===== config.mk =====
export PLATFORM = sky130hd
export DESIGN_NAME = hdlc_code_ds0_config
export DESIGN_NICKNAME = d
export VERILOG_FILES = /design/src/core/hdlc_cfg_pkg.sv /design/src/core/code_word_if.sv /design/src/core/hdlc_code_ds0_config.sv /design/src/core/code_word_serialiser.sv
export SDC_FILE = /design/constraint.sdc
export NUM_CORES = 1
export LEC_CHECK = 0
export BUFFER_PORTS_ARGS = -buffer_cell sky130_fd_sc_hd__buf_4
export CORE_MARGIN = 2
export CORE_UTILIZATION = 39
export DETAILED_ROUTE_END_ITERATION = 12
export PLACE_DENSITY_LB_ADDON = 0.05
export SKIP_CTS_REPAIR_TIMING = 1
export SLEW_MARGIN = 20
export SYNTH_ARGS = -nofsm -noshare
export SYNTH_HDL_FRONTEND = slang
export SYNTH_SLANG_ARGS = --single-unit

===== constraint.sdc =====
create_clock -name sys_clk -period 1.39 [get_ports sys_clk]
set_clock_uncertainty 0.15 [all_clocks]
set_input_delay 0.2085 -clock sys_clk [delete_from_list [all_inputs] [get_ports sys_clk]]
set_output_delay 0.2085 -clock sys_clk [all_outputs]
set_load 0.005 [all_outputs]

===== src/core/hdlc_cfg_pkg.sv =====
// Package with register map, field positions and reset values
package hdlc_cfg_pkg;
	localparam logic [7:0] TX_CODE_WORD_CONTROL_ADDR = 8'h07;
	localparam logic [7:0] TX_HDLC_FIFO_DATA_ADDR = 8'h08;
	localparam logic [7:0] RX_HDLC_CHANNEL_CONTROL_ADDR = 8'h90;
	localparam logic [7:0] RX_HDLC_BIT_SUPPRESS_ADDR = 8'h91;
	localparam int SEND_TRIGGER_BIT = 7;
	localparam int TX_ENABLE_BIT = 6;
	localparam int CODE_MSB = 5;
	localparam int CODE_WIDTH = 6;
	localparam int RX_MODE_BIT = 7;
	localparam int RX_UNUSED_BIT = 6;
	localparam int RX_SELECT_BIT = 5;
	localparam int CHAN_MSB = 4;
	localparam int CHAN_COUNT = 24;
	localparam logic [7:0] REG_RESET = 8'h00;
	localparam logic [2:0] BIT_INDEX_LAST = 3'h5;
endpackage


===== src/core/code_word_if.sv =====
// Interface between register bank and code word serialiser
`timescale 1ns/1ps
interface code_word_if;
	logic start;
	logic [5:0] word;
	logic bitOut;
	logic busy;
	modport bank(output start, output word, input bitOut, input busy);
	modport ser(input start, input word, output bitOut, output busy);
endinterface


===== src/core/hdlc_code_ds0_config.sv =====
// Register bank for HDLC and code word transmit / receive steering
// Operation
// - Code word sends on trigger rising edge while enable is high
// - Enable low: link bits from input pin
// - Enable high: link bits from controller, code word bits while one is sent
// - Code word bit 0 sent first
// - Code word bit 5 sent last
// - Channel mode high: receive on DS0s
// - Select low: single channel by number
// - Select high: block map, number ignored
// - Channel number bits 4..0, MSB first
// - Suppress bits drop matching DS0 bits
`timescale 1ns/1ps
module hdlc_code_ds0_config
	import hdlc_cfg_pkg::*;
#(
	parameter int NUM_CHANNELS = CHAN_COUNT
)(
	input wire logic sys_clk,
	input wire logic nrst,
	input wire logic [7:0] addr,
	input wire logic [7:0] wrData,
	input wire logic wrStrobe,
	input wire logic rdStrobe,
	output logic [7:0] rdData,
	input wire logic linkInputPin,
	input wire logic hdlcBitIn,
	input wire logic bitSlot,
	input wire logic [NUM_CHANNELS-1:0] rxChannelBlockMap,
	input wire logic [4:0] rxTimeslot,
	input wire logic [2:0] rxBitPos,
	output logic fdlBitOut,
	output logic [7:0] fifoByte,
	output logic fifoWrite,
	output logic rxUseDs0,
	output logic rxBitTake
);
	////////////////////////////////////////////////////////////////////
	logic [7:0] txCtl_q;
	logic [7:0] rxCtl_q;
	logic [7:0] rxSup_q;
	logic trigPrev_q;
	logic [7:0] rdData_q;
	logic fdl_q;
	logic [7:0] fifoByte_q;
	logic fifoWrite_q;
	logic rxUseDs0_q;
	logic rxBitTake_q;
	logic link1_q;
	logic link2_q;
	logic wrTx, wrFifo, wrRx, wrSup;
	logic trigRise;
	logic chanHit;
	logic bitKept;
	logic fdlNext;
	logic [7:0] rdMux;
	logic slotInMap;
	logic [2:0] sentCount_q;
	logic [5:0] sentWord_q;
	code_word_if cw();
	////////////////////////////////////////////////////////////////////
	assign wrTx = wrStrobe && (addr == TX_CODE_WORD_CONTROL_ADDR);
	assign wrFifo = wrStrobe && (addr == TX_HDLC_FIFO_DATA_ADDR);
	assign wrRx = wrStrobe && (addr == RX_HDLC_CHANNEL_CONTROL_ADDR);
	assign wrSup = wrStrobe && (addr == RX_HDLC_BIT_SUPPRESS_ADDR);
	assign trigRise = txCtl_q[SEND_TRIGGER_BIT] && !trigPrev_q;
	assign cw.start = trigRise;
	assign cw.word = txCtl_q[CODE_MSB:0];
	// Code word takes the place of HDLC data while it is being sent
	assign fdlNext = !txCtl_q[TX_ENABLE_BIT] ? link2_q :
		(cw.busy ? cw.bitOut : hdlcBitIn);
	// Single channel compare uses all five bits, bit 4 as MSB
	// Timeslots past the map width never match in block map mode
	assign slotInMap = (int'(rxTimeslot) < NUM_CHANNELS);
	assign chanHit = rxCtl_q[RX_SELECT_BIT] ?
		(slotInMap && rxChannelBlockMap[rxTimeslot]) :
		(rxTimeslot == rxCtl_q[CHAN_MSB:0]);
	// Bit position 0 is DS0 bit 1, position 7 is DS0 bit 8
	assign bitKept = !rxSup_q[rxBitPos];
	assign rdMux = (addr == TX_CODE_WORD_CONTROL_ADDR) ? txCtl_q :
		(addr == RX_HDLC_CHANNEL_CONTROL_ADDR) ? rxCtl_q :
		(addr == RX_HDLC_BIT_SUPPRESS_ADDR) ? rxSup_q : 8'h00;
	////////////////////////////////////////////////////////////////////
	code_word_serialiser u_ser (
		.sys_clk(sys_clk),
		.nrst(nrst),
		.slot(bitSlot),
		.cw(cw.ser)
	);
	////////////////////////////////////////////////////////////////////
	// Link pin is asynchronous to the framer clock
	always_ff @(posedge sys_clk or negedge nrst) begin
		if (!nrst) begin
			link1_q <= 1'b0;
			link2_q <= 1'b0;
		end else begin
			link1_q <= linkInputPin;
			link2_q <= link1_q;
		end
	end
	always_ff @(posedge sys_clk or negedge nrst) begin
		if (!nrst) begin
			txCtl_q <= REG_RESET;
			rxCtl_q <= REG_RESET;
			rxSup_q <= REG_RESET;
			trigPrev_q <= 1'b0;
		end else begin
			trigPrev_q <= txCtl_q[SEND_TRIGGER_BIT];
			if (wrTx)
				txCtl_q <= wrData;
			if (wrRx)
				rxCtl_q <= wrData; // Bit 6 kept as written
			if (wrSup)
				rxSup_q <= wrData;
		end
	end
	always_ff @(posedge sys_clk or negedge nrst) begin
		if (!nrst) begin
			fifoByte_q <= 8'h00;
			fifoWrite_q <= 1'b0;
		end else begin
			fifoWrite_q <= wrFifo;
			if (wrFifo)
				fifoByte_q <= wrData; // Bit order kept, bit 7 MSB
		end
	end
	always_ff @(posedge sys_clk or negedge nrst) begin
		if (!nrst) begin
			fdl_q <= 1'b0;
			rxUseDs0_q <= 1'b0;
			rxBitTake_q <= 1'b0;
			rdData_q <= 8'h00;
		end else begin
			fdl_q <= fdlNext;
			rxUseDs0_q <= rxCtl_q[RX_MODE_BIT];
			// In link mode every slot bit goes to the controller
			rxBitTake_q <= rxCtl_q[RX_MODE_BIT] ?
				(chanHit && bitKept) : bitSlot;
			if (rdStrobe)
				rdData_q <= rdMux;
		end
	end
	// Reference count of code bits sent, read only by the checks below
	always_ff @(posedge sys_clk or negedge nrst) begin
		if (!nrst) begin
			sentCount_q <= 3'h0;
			sentWord_q <= 6'h00;
		end else if (cw.start) begin
			sentCount_q <= 3'h0;
			sentWord_q <= txCtl_q[CODE_MSB:0];
		end else if (cw.busy && bitSlot) begin
			sentCount_q <= sentCount_q + 3'h1;
		end
	end
	assign fdlBitOut = fdl_q;
	assign fifoByte = fifoByte_q;
	assign fifoWrite = fifoWrite_q;
	assign rxUseDs0 = rxUseDs0_q;
	assign rxBitTake = rxBitTake_q;
	assign rdData = rdData_q;
endmodule


===== src/core/code_word_serialiser.sv =====
// Shifts the six-bit code word out, bit 0 first, one bit per slot
`timescale 1ns/1ps
module code_word_serialiser
	import hdlc_cfg_pkg::*;
(
	input wire logic sys_clk,
	input wire logic nrst,
	input wire logic slot,
	code_word_if.ser cw
);
	logic [5:0] shift_q;
	logic [2:0] idx_q;
	logic busy_q;
	logic lastBit;
	assign lastBit = (idx_q == BIT_INDEX_LAST);
	assign cw.bitOut = shift_q[0];
	assign cw.busy = busy_q;
	always_ff @(posedge sys_clk or negedge nrst) begin
		if (!nrst) begin
			shift_q <= 6'h00;
			idx_q <= 3'h0;
			busy_q <= 1'b0;
		end else if (cw.start) begin
			shift_q <= cw.word; // Bit 0 leads
			idx_q <= 3'h0;
			busy_q <= 1'b1;
		end else if (busy_q && slot) begin
			shift_q <= {1'b0, shift_q[5:1]};
			idx_q <= idx_q + 3'h1;
			busy_q <= !lastBit; // Bit 5 is the final one
		end
	end
endmodule


After elaboration in Yosys (flattened, before gate mapping)
Index checks and enable logic that the tools add are counted.

Output and inout bits: 20. Flip-flop bits (word level): 57. Word-level logic and storage cells: 54. Input bits: 55.

Order comparisons: 3. Reductions and logical operators: 12. Multiplexer cells: 17. Add/subtract/negate cells: 1. Equality and inequality tests: 6.

Operators with widths (count): 2-to-1 mux 8 bit (3); equality test 8 bit, second input constant (2); 2-to-1 mux 6 bit (2); equality test 8 x 3 -> 1 bit, second input constant (1); equality test 8 x 4 -> 1 bit, second input constant (1); logical AND 1 bit (8); 2-to-1 mux 1 bit (8); less-than comparator 5 x 6 -> 1 bit, second input constant (1); 2-to-1 mux 3 bit (2); binary-select mux 1 bit (select 5 bit) (1); equality test 5 bit (1); less-than comparator 5 bit, second input constant (1); less-than comparator 3 x 4 -> 1 bit, second input constant (1); adder 3 x 1 -> 3 bit, second input constant (1); binary-select mux 1 bit (select 3 bit) (1); equality test 3 bit, second input constant (1); zero test 1 bit (3); nonzero test 2 bit (1).

Longest topological paths before layout
Gate-level depths: netlist (run 1).

Depth after elaboration: 6. Mapped depth: 6.

Cells and area by module
A second synthesis (run 1) with hierarchy kept.

Cell total of the unflattened synthesis: 223. Area, all modules: 2910.3 um^2.

Modules (own cells, without submodules): hdlc_code_ds0_config (area an instance 2329.7 um^2, times used 1, cells an instance 170); code_word_serialiser (area an instance 580.6 um^2, times used 1, cells an instance 53).

Worst setup path after synthesis (run 1)
No wires, ideal clock.

Path kind: input to register. From: input port addr[5]. To: register txCtl_q[0]. Buffers on the path: 1. Data required time: 1.115 ns. Data arrival time: 1.208 ns. Stages on the path: 5. Setup slack: -0.092 ns. Cell sequence: nor4_1 and4_1 buf_4 nand2_4 mux2_2.

Longest elaborated chain between the ends: 2.

RTL lines: start: declaration (RTL line hdlc_code_ds0_config.sv:21) `input wire logic [7:0] addr,`; equality test 8 x 3 -> 1 bit (RTL line hdlc_code_ds0_config.sv:62) `assign wrTx = wrStrobe && (addr == TX_CODE_WORD_CONTROL_ADDR);`; logical AND 1 bit (RTL line hdlc_code_ds0_config.sv:62); end signal: assignment (RTL line hdlc_code_ds0_config.sv:110) `txCtl_q <= wrData;`; end: declaration (RTL line hdlc_code_ds0_config.sv:39) `logic [7:0] txCtl_q;`.

Every way passes these cells. A chain may end at the register's enable or synchronous reset.

Worst setup path in the final report (run 1)
From: register rxSup_q[7]. To: register rxBitTake_q (netlist: rxBitTake).

Longest elaborated chain between the ends: 5.

RTL lines: start: declaration (RTL line hdlc_code_ds0_config.sv:41) `logic [7:0] rxSup_q;`; start signal: assignment (RTL line hdlc_code_ds0_config.sv:114) `rxSup_q <= wrData;`; binary-select mux 1 bit (select 3 bit) (RTL line hdlc_code_ds0_config.sv:79) `assign bitKept = !rxSup_q[rxBitPos];`; 2-to-1 mux 1 bit (not written as such) (RTL line hdlc_code_ds0_config.sv:79); zero test 1 bit (RTL line hdlc_code_ds0_config.sv:79); logical AND 1 bit (RTL line hdlc_code_ds0_config.sv:138) `(chanHit && bitKept) : bitSlot;`; 2-to-1 mux 1 bit (RTL line hdlc_code_ds0_config.sv:137) `rxBitTake_q <= rxCtl_q[RX_MODE_BIT] ?`; end signal: assignment (RTL line hdlc_code_ds0_config.sv:137); end: declaration (RTL line hdlc_code_ds0_config.sv:48) `logic rxBitTake_q;`.

Every way passes these cells. The select of a mux whose other input is x is not followed.

==> results of run 1 <==
area by class of cell:
| class | instances | area [sq um] |
|---|---|---|
| clock buffer | 12 | 165 |
| clock inverter | 4 | 97.6 |
| fill | 589 | 2760 |
| inverter | 4 | 15.0 |
| multi-input combinational | 165 | 1270 |
| sequential | 57 | 1430 |
| tap | 80 | 100 |
| timing repair buffer | 114 | 918 |
stage by stage:
stage	power, mW	instance area (sq um)	worst slack (ps)	hold slack (ps)	TNS, ps
6_report	4.68	3990	-213	35.8	-213
5_1_grt	4.89	3990	-301	38.6	-301
4_1_cts	4.71	3880	-232	-367	-232
3_5_place_dp	2.71	3610	-252	-0.832	-6910
3_3_place_gp	2.69	3610	-243	-0.932	-6490
2_1_floorplan	2.29	2750	-33.6	-237	-208
worst register-to-register path, stage by stage (launching register included):
cell,delay (ps)
dfrtp_1,380
mux4_2,470
nand2b_4,150
o211ai_1,120
o21ai_1,120
a21oi_1,130
cell families after synthesis:
group           count (synthesis)  share of synthesized area (%)
compound gates                 41                           10.0
fa+ha+maj                       2                          0.923
flops                          57                           52.6
mux                            38                           17.0
simple gates                   77                           15.2
buf+inv                        11                           1.98
xor+xnor                        7                           2.26
registers in the layout (all words and copies together) (netlist names):
name	cells
rdData	8
rxSup_q	8
u_ser.cw.busy	1
trigPrev_q	1
rxBitTake	1
u_ser.idx_q	3
rxCtl_q	8
link2_q	1
rxUseDs0	1
u_ser.shift_q	6
link1_q	1
fifoByte	8
txCtl_q	8
fdlBitOut	1
fifoWrite	1
cell usage after synthesis (all sizes together), types with 3 or more instances:
| master | instances |
|---|---|
| a2111oi | 5 |
| a21oi | 14 |
| a222oi | 5 |
| a22oi | 3 |
| a31oi | 3 |
| buf | 4 |
| clkbuf | 3 |
| dfrtp | 57 |
| inv | 3 |
| mux2 | 25 |
| mux2i | 9 |
| mux4 | 4 |
| nand2 | 36 |
| nand3 | 3 |
| nor2 | 17 |
| nor2b | 6 |
| o21ai | 7 |
| xnor2 | 4 |
| xor2 | 3 |
layer usage:
| layer | track usage [%] | up-vias |
|---|---|---|
| met4 | 5.87 | 0 |
| met1 | 25.8 | 1105 |
| met2 | 29.8 | 71 |
| li1 | - | 1090 |
| met5 | 0 | - |
| met3 | 4.93 | 4 |
where the power goes:
group          switching (mW)  leakage (nW)  internal [mW]  total (mW)
Sequential              0.116         0.761           1.83        1.94
Combinational           0.324          1.09          0.427       0.750
Clock                   0.646         0.129           1.34        1.98
how the worst min path moves through the flow:
stage	from	to	slack, ps	cells past startpoint
floorplan	nrst	fdlBitOut$_DFF_PN0_	-240	0
global placement	nrst	u_ser.idx_q[0]$_DFFE_PN0P_	-0.9	1
detailed placement	nrst	u_ser.idx_q[0]$_DFFE_PN0P_	-0.8	1
CTS	nrst	u_ser.idx_q[0]$_DFFE_PN0P_	-370	1
global route	rdStrobe	rdData[2]$_DFFE_PN0P_	40	2
finish	rdStrobe	rdData[6]$_DFFE_PN0P_	40	2
==> impl_metrics.ini, run 1 <==
[clock_network]
cts-root-buf = clkbuf_8
worst_skew_pair.late_latency_ps = 330
htreeDepth = 3
clockBufferDepth = 2
clkSlewWorstSetupHoldPaths_ps = 60
cts_inserted_buffers = 9
cts_tree = done
clock-sinks = 57

[logic_synthesis]
yosys_most_used_dff = dfrtp_1
synth_edf_count = 0
syn_area_per_cell_sq_um = 11.6
synth_nets = 290
seq_area_frac_synth_pct = 52.6
synthTopCellsByArea = dfrtp_1 53%, mux2_2 10%, nand2_1 4.6%
synth_top_area_cell = dfrtp_1
yosysWarningCount = 0
async_flop_share_pct = 100
yosysUniqueCellTypes = 40
syn_inst = 233
synth_top_area_share_pct = 52.6
ys_ff_latch = 57
syn_area_sq_um = 2710

[setup_path]
crit_path_start_kind = register
end_kind = register
path_cells = mux4_2 -> nand2b_4 -> o211ai_1 -> o21ai_1 -> a21oi_1
path_delay_family = multiplexers
cp_slowest_stage_delay_ps = 470
path_buf_inv = 0
cp-endpoint = rxBitTake$_DFF_PN0_
worstSetupPathDepth = 5
r2r_start = rxSup_q[7]$_DFFE_PN0P_
timing.rr.end = rxBitTake$_DFF_PN0_
worst-r2r-setup-slack_ps = -210
path_max_fanout = 2
slowest_stage = mux4_2
crit_required_ps = 1490
crit_type = register to register
arrival_ps = 1700
cp-startpoint = rxSup_q[7]$_DFFE_PN0P_
worst_r2r_path_depth = 5

[routing]
highest_layer = met4
remaining_drc_errors = 0
wirelength_met1_microns = 3120
wl_met3_microns = 352
ant_nets = 0
vias = 2270
drt_first_pass_iters = 5
dr_wl_met2_microns = 3230
drt_iter0_markers = 117
routed_wirelength_microns = 6750
routed_via_density = 5.21
wire_per_inst_microns = 15.5

[floorplan]
die_h_microns = 87.4
core_area_sq_um = 6760
rows = 30
die_area_sq_um = 7640
fp.dieW_microns = 87.4
num_io_pins = 75
initial_utilization_pct = 40.1

[timing]
hold_violations = 0
fin_crit_sh_pct = 115
fin_crit_ps = 1600
timing.slew.headroom_pct = 72.5
worstMarginPinSlew_ps = 411
max_clock_freq_mhz = 624
fin_ws_ps = -213
rsz0062_at_grt = yes
maxSlewViolCount = 0
finalSetupViolCount = 1

[placed_design]
dpl.cell_count = 409
port_buffers = 74
hpwl_microns = 5160
gp_congestion = 0.855

[final_layout]
antennaDiodeCount = 0
final_util_pct = 59.1
syn_to_final_growth_pct = 47.3
fin_cells = 436
post_route_cells_drive_above_1_share_pct = 44.7
layout.nets = 408
final_common_cell = buf_4
mostFrequentLayoutCells = 101 x buf_4, 57 x dfrtp_1, 33 x nand2_1

[grt]
antenna_found_initial = 0
grt_max_degree = 28
grt_pass1_wl_microns = 10900
grt_overflow = 0
grtUsageTotal_pct = 19.0
grt_pass1_vias = 2192

[hold_path]
hp-class = input pin to register

[outcome]
status = complete, but fails checks
violations = negative setup slack

[run]
maxCapViolations = 0

[power]
power_density_nw_per_um2 = 1170
ir_drop_mv = 0.609
p_leak_nw = 1.98
Power figures use the tool's default switching activity.
==> run 2, diff against run 1 <==
--- a/config.mk
+++ b/config.mk
@@ -9,7 +9,7 @@
 export CORE_MARGIN = 2
 export CORE_UTILIZATION = 39
 export DETAILED_ROUTE_END_ITERATION = 12
-export PLACE_DENSITY_LB_ADDON = 0.05
+export PLACE_DENSITY = 0.63
 export SKIP_CTS_REPAIR_TIMING = 1
 export SLEW_MARGIN = 20
 export SYNTH_ARGS = -nofsm -noshare
==> run 2 against run 1 <==
Effect of this change: the flow still finishes with violations (negative setup slack); hold slack worse by 30 ps; final cell count is 0.46% lower; wire length is 0.28% higher; design area is 2.0% lower; first-iteration DRC count is 16% higher; critical path depth stayed put.
==> impl_metrics.ini, run 2 (same netlist as run 1, synthesis figures left out) <==
[clock_network]
cts_tree = done
clkSlewWorstSetupHoldPaths_ps = 70
clock-sinks = 57
cts-root-buf = clkbuf_8
worst_skew_pair.late_latency_ps = 330
htreeDepth = 3
clockBufferDepth = 2
cts_inserted_buffers = 9

[power]
sw_frac_of_total_pct = 25.8
ir_drop_mv = 0.725
p_int_mw = 3.12
power_density_nw_per_um2 = 1070
power_switching_mw = 1.09
p_leak_nw = 1.93
seqPwrFrac_pct = 46.3
comb_power_share_pct = 17.7
pwr-share-clk_pct = 36.0

[floorplan]
core_area_sq_um = 6760
fp.dieW_microns = 87.4
die_h_microns = 87.4
rows = 30
num_io_pins = 75
die_area_sq_um = 7640
initial_utilization_pct = 40.1

[grt]
grtUsageTotal_pct = 19.5
grt_max_degree = 29
grt_pass1_wl_microns = 11300
grt_overflow = 0
grt_pass1_vias = 2283
antenna_found_initial = 0

[placed_design]
port_buffers = 74
hpwl_microns = 5130
gp_congestion = 0.872

[setup_path]
path_max_fanout = 2
cp_slowest_stage_delay_ps = 460
end_kind = register
slowest_stage = mux4_2
crit_required_ps = 1490
arrival_ps = 1680
crit_type = register to register
crit_path_start_kind = register
path_cells = mux4_2 -> nand2b_4 -> o211ai_1 -> o21ai_1 -> a21oi_1

[timing]
rsz0062_at_grt = yes
fin_crit_ps = 1580
maxSlewViolCount = 0
finalSetupViolCount = 1
timing.slew.headroom_pct = 69.6
setup_tns_ps = -193
fin_crit_sh_pct = 114
fin_hold_ws_ps = 5.64
worstMarginPinSlew_ps = 455
fin_ws_ps = -193
hold_violations = 0
max_clock_freq_mhz = 632

[final_layout]
antennaDiodeCount = 0
mostFrequentLayoutCells = 101 x buf_4, 56 x dfrtp_1, 32 x nand2_1
final_common_cell = buf_4
syn_to_final_growth_pct = 44.3
post_route_cells_drive_above_1_share_pct = 45.8
layout.nets = 406

[outcome]
violations = negative setup slack
status = complete, but fails checks

[routing]
vias = 2270
routed_via_density = 5.23
drt_first_pass_iters = 5
routed_wirelength_microns = 6770
remaining_drc_errors = 0
wire_per_inst_microns = 15.6
ant_nets = 0
drt_iter0_markers = 136

[run]
maxCapViolations = 0

[hold_path]
hp-class = input pin to register
run 2: changes by cell type in the layout (fill, tap and decap cells not counted), moves of 2 or more:
| cell | before | now |
|---|---|---|
| a21oi_1 | 14 | 11 |
| a21oi_2 | 0 | 3 |
| bufinv_16 | 3 | 1 |
| clkbuf_8 | 12 | 10 |
| clkinv_2 | 0 | 2 |
run 2: final cells by class:
class                           instances  area (sq um)
Fill cell                             593          2850
Sequential cell                        57          1430
Multi-Input combinational cell        165          1280
Timing Repair Buffer                  112           888
Clock buffer                           11           141
Tap cell                               80           100
Clock inverter                          5          55.1
Inverter                                4          15.0
run 2: power groups by stage:
stage	clock network, mW	logic (mW)	registers, mW
after global placement	0	0.715	1.96
after CTS	1.56	0.727	1.94
after floorplan	0	0.335	1.95
after detailed placement	0	0.725	1.97
final	1.52	0.744	1.94
after global routing	1.63	0.847	1.96
run 2: critical path, delay by kind of cell (launching register included):
kind / cells / cell delay (ps)
compound gates: 3 / 370
mux: 1 / 460
simple gates: 1 / 140
flops: 1 / 380
run 2: path summary, 6_finish.rpt:
check                                       start  slack (ps)                          to  cells past startpoint
setup reg to reg           rxSup_q[7]$_DFFE_PN0P_        -190         rxBitTake$_DFF_PN0_                      5
max in group asynchronous                    nrst         410     fifoByte[7]$_DFFE_PN0P_                      3
setup / recovery           rxSup_q[7]$_DFFE_PN0P_        -190         rxBitTake$_DFF_PN0_                      5
hold / removal                          wrData[2]           6     fifoByte[2]$_DFFE_PN0P_                      3
hold reg to reg                 link1_q$_DFF_PN0_         200           link2_q$_DFF_PN0_                      0
min in group asynchronous                    nrst         190  u_ser.idx_q[1]$_DFFE_PN0P_                      2
run 2: stage by stage:
step	cell area (sq um)	utilization (%)	instances	power [mW]	setup WS, ps
floorplan	2750	-	233	2.29	-33.6
global placement	3600	53.3	409	2.68	-225
detailed placement	3600	53.3	409	2.69	-253
CTS	3800	56.2	425	4.23	-198
global route	3910	57.9	434	4.45	-250
finish	3910	57.9	434	4.20	-193
run 2: per-layer routing:
| layer | vias to the layer above | wire [microns] | share of wire (%) | GRT usage, % |
|---|---|---|---|---|
| li1 | 1078 | - | - | - |
| met1 | 1097 | 3110 | 46 | 26.9 |
| met2 | 83 | 3080 | 45 | 29.5 |
| met3 | 12 | 427 | 6.3 | 6.07 |
| met4 | 0 | 156 | 2.3 | 6.01 |
| met5 | - | 0 | 0 | 0 |
==> run 3, diff against run 2 <==
--- a/config.mk
+++ b/config.mk
@@ -7,9 +7,9 @@
 export LEC_CHECK = 0
 export BUFFER_PORTS_ARGS = -buffer_cell sky130_fd_sc_hd__buf_4
 export CORE_MARGIN = 2
-export CORE_UTILIZATION = 39
+export CORE_UTILIZATION = 35
 export DETAILED_ROUTE_END_ITERATION = 12
-export PLACE_DENSITY = 0.63
+export PLACE_DENSITY = 0.57
 export SKIP_CTS_REPAIR_TIMING = 1
 export SLEW_MARGIN = 20
 export SYNTH_ARGS = -nofsm -noshare
==> run 3 against run 2 <==
Effect of this change: the run ends with negative hold slack, negative setup slack left; hold slack worse by 25 ps; fmax is 0.93% higher; count of clock-buffer cells in the layout stayed put; first-iteration DRC count is 6.6% higher; flip-flop and latch count stayed put; global-route usage is 1.6 points lower; critical path type unchanged; highest routed layer unchanged.
==> impl_metrics.ini, run 3 (same netlist as run 1, synthesis figures left out) <==
[power]
p_leak_nw = 1.94
comb_power_share_pct = 18.8
power_switching_mw = 1.06
sw_frac_of_total_pct = 26.6
p_int_mw = 2.92
seqPwrFrac_pct = 48.8
ir_drop_mv = 0.765
power_density_nw_per_um2 = 1020
pwr-share-clk_pct = 32.4

[placed_design]
port_buffers = 74
dpl-instance-area_sq_um = 3650
dpl_worst_slack_ps = -316
hpwl_microns = 5240
gp_congestion = 0.790

[setup_path]
path_buf_inv = 0
path_max_fanout = 2
arrival_ps = 1680
path_cells = mux4_2 -> o211ai_1 -> o21ai_1 -> a21oi_1
worst-r2r-setup-slack_ps = -180
crit_type = register to register
path_delay_family = compound AO/OA/AOI/OAI gates
crit_required_ps = 1500
crit_path_start_kind = register
slowest_stage = mux4_2
cp_slowest_stage_delay_ps = 470
end_kind = register

[timing]
worstMarginPinSlew_ps = 518
timing.slew.headroom_pct = 65.4
rsz0062_at_grt = yes
maxSlewViolCount = 0
finalSetupViolCount = 1
fin_ws_ps = -179
hold_violations = 1
fin_hold_ws_ps = -19.0
fin_crit_sh_pct = 113
max_clock_freq_mhz = 637
fin_crit_ps = 1570

[final_layout]
mostFrequentLayoutCells = 104 x buf_4, 57 x dfrtp_1, 32 x nand2_1
antennaDiodeCount = 0
final_util_pct = 51.5
final_area_sq_um = 3920
layout.nets = 409
syn_to_final_growth_pct = 44.5
post_route_cells_drive_above_1_share_pct = 45.2
final_common_cell = buf_4

[routing]
vias = 2248
wire_per_inst_microns = 15.0
routed_wirelength_microns = 6880
drt_first_pass_iters = 4
remaining_drc_errors = 0
wirelength_met1_microns = 3170
routed_via_density = 4.91
dr_wl_met2_microns = 3180
ant_nets = 0
wl_met3_microns = 456
drt_iter0_markers = 145
highest_layer = met4

[floorplan]
die_area_sq_um = 8470
core_area_sq_um = 7610
die_h_microns = 92.0
num_io_pins = 75
rows = 32
initial_utilization_pct = 35.6
fp.dieW_microns = 92.0

[outcome]
status = complete, but fails checks
violations = negative hold slack, negative setup slack

[grt]
grtUsageTotal_pct = 17.9
grt_pass1_wl_microns = 11700
grt_pass1_vias = 2322
antenna_found_initial = 0
grt_max_degree = 22
grt_overflow = 0

[clock_network]
clockBufferDepth = 2
htreeDepth = 3
clock-sinks = 57
clkSlewWorstSetupHoldPaths_ps = 60
cts_tree = done
worst_skew_pair.late_latency_ps = 330
cts_inserted_buffers = 9
cts-root-buf = clkbuf_8

[hold_path]
hp-class = input pin to register

[run]
maxCapViolations = 0
run 3: routing by layer:
| layer | vias to the layer above | GRT usage, % |
|---|---|---|
| met5 | - | 0 |
| met4 | 0 | 4.10 |
| met3 | 10 | 5.51 |
| met2 | 57 | 27.4 |
| met1 | 1091 | 25.2 |
| li1 | 1090 | - |
run 3: path summary, 6_finish.rpt:
check,from,cells after the start,end
min in group asynchronous,nrst,2,fifoByte[0]$_DFFE_PN0P_
worst min register to register,link1_q$_DFF_PN0_,0,link2_q$_DFF_PN0_
worst max register to register,rxSup_q[2]$_DFFE_PN0P_,4,rxBitTake$_DFF_PN0_
worst max-delay path,rxSup_q[2]$_DFFE_PN0P_,4,rxBitTake$_DFF_PN0_
max in group asynchronous,nrst,3,rxSup_q[2]$_DFFE_PN0P_
worst min-delay path,wrData[2],3,fifoByte[2]$_DFFE_PN0P_
run 3: power by group through the flow:
stage | Sequential (mW) | Clock (mW) | Combinational [mW]
after floorplan | 1.95 | 0 | 0.335
after global placement | 1.96 | 0 | 0.721
after CTS | 1.94 | 1.34 | 0.741
after global routing | 1.96 | 1.42 | 0.840
after detailed placement | 1.97 | 0 | 0.734
final | 1.94 | 1.29 | 0.750
run 3: final cells by class:
| cell class | count | area [sq um] |
|---|---|---|
| Clock buffer | 11 | 141 |
| Clock inverter | 4 | 20.0 |
| Fill cell | 733 | 3690 |
| Inverter | 4 | 15.0 |
| Multi-Input combinational cell | 165 | 1280 |
| Sequential cell | 57 | 1430 |
| Tap cell | 102 | 128 |
| Timing Repair Buffer | 115 | 911 |
run 3: worst register-to-register path: cells and delay by family (launching register included):
| kind | cells | cell delay, ps |
|---|---|---|
| compound gates | 3 | 500 |
| mux | 1 | 470 |
| flops | 1 | 390 |
run 3: per-stage QoR:
| stage | cells | hold WS (ps) | total power, mW | TNS (ps) |
|---|---|---|---|---|
| 6_report | 458 | -19.0 | 3.98 | -179 |
| 5_1_grt | 458 | 8.71 | 4.22 | -272 |
| 3_5_place_dp | 434 | -32.5 | 2.70 | -7610 |
| 2_1_floorplan | 233 | -237 | 2.29 | -208 |
| 4_1_cts | 449 | -396 | 4.02 | -189 |
| 3_3_place_gp | 434 | -36.3 | 2.68 | -7630 |
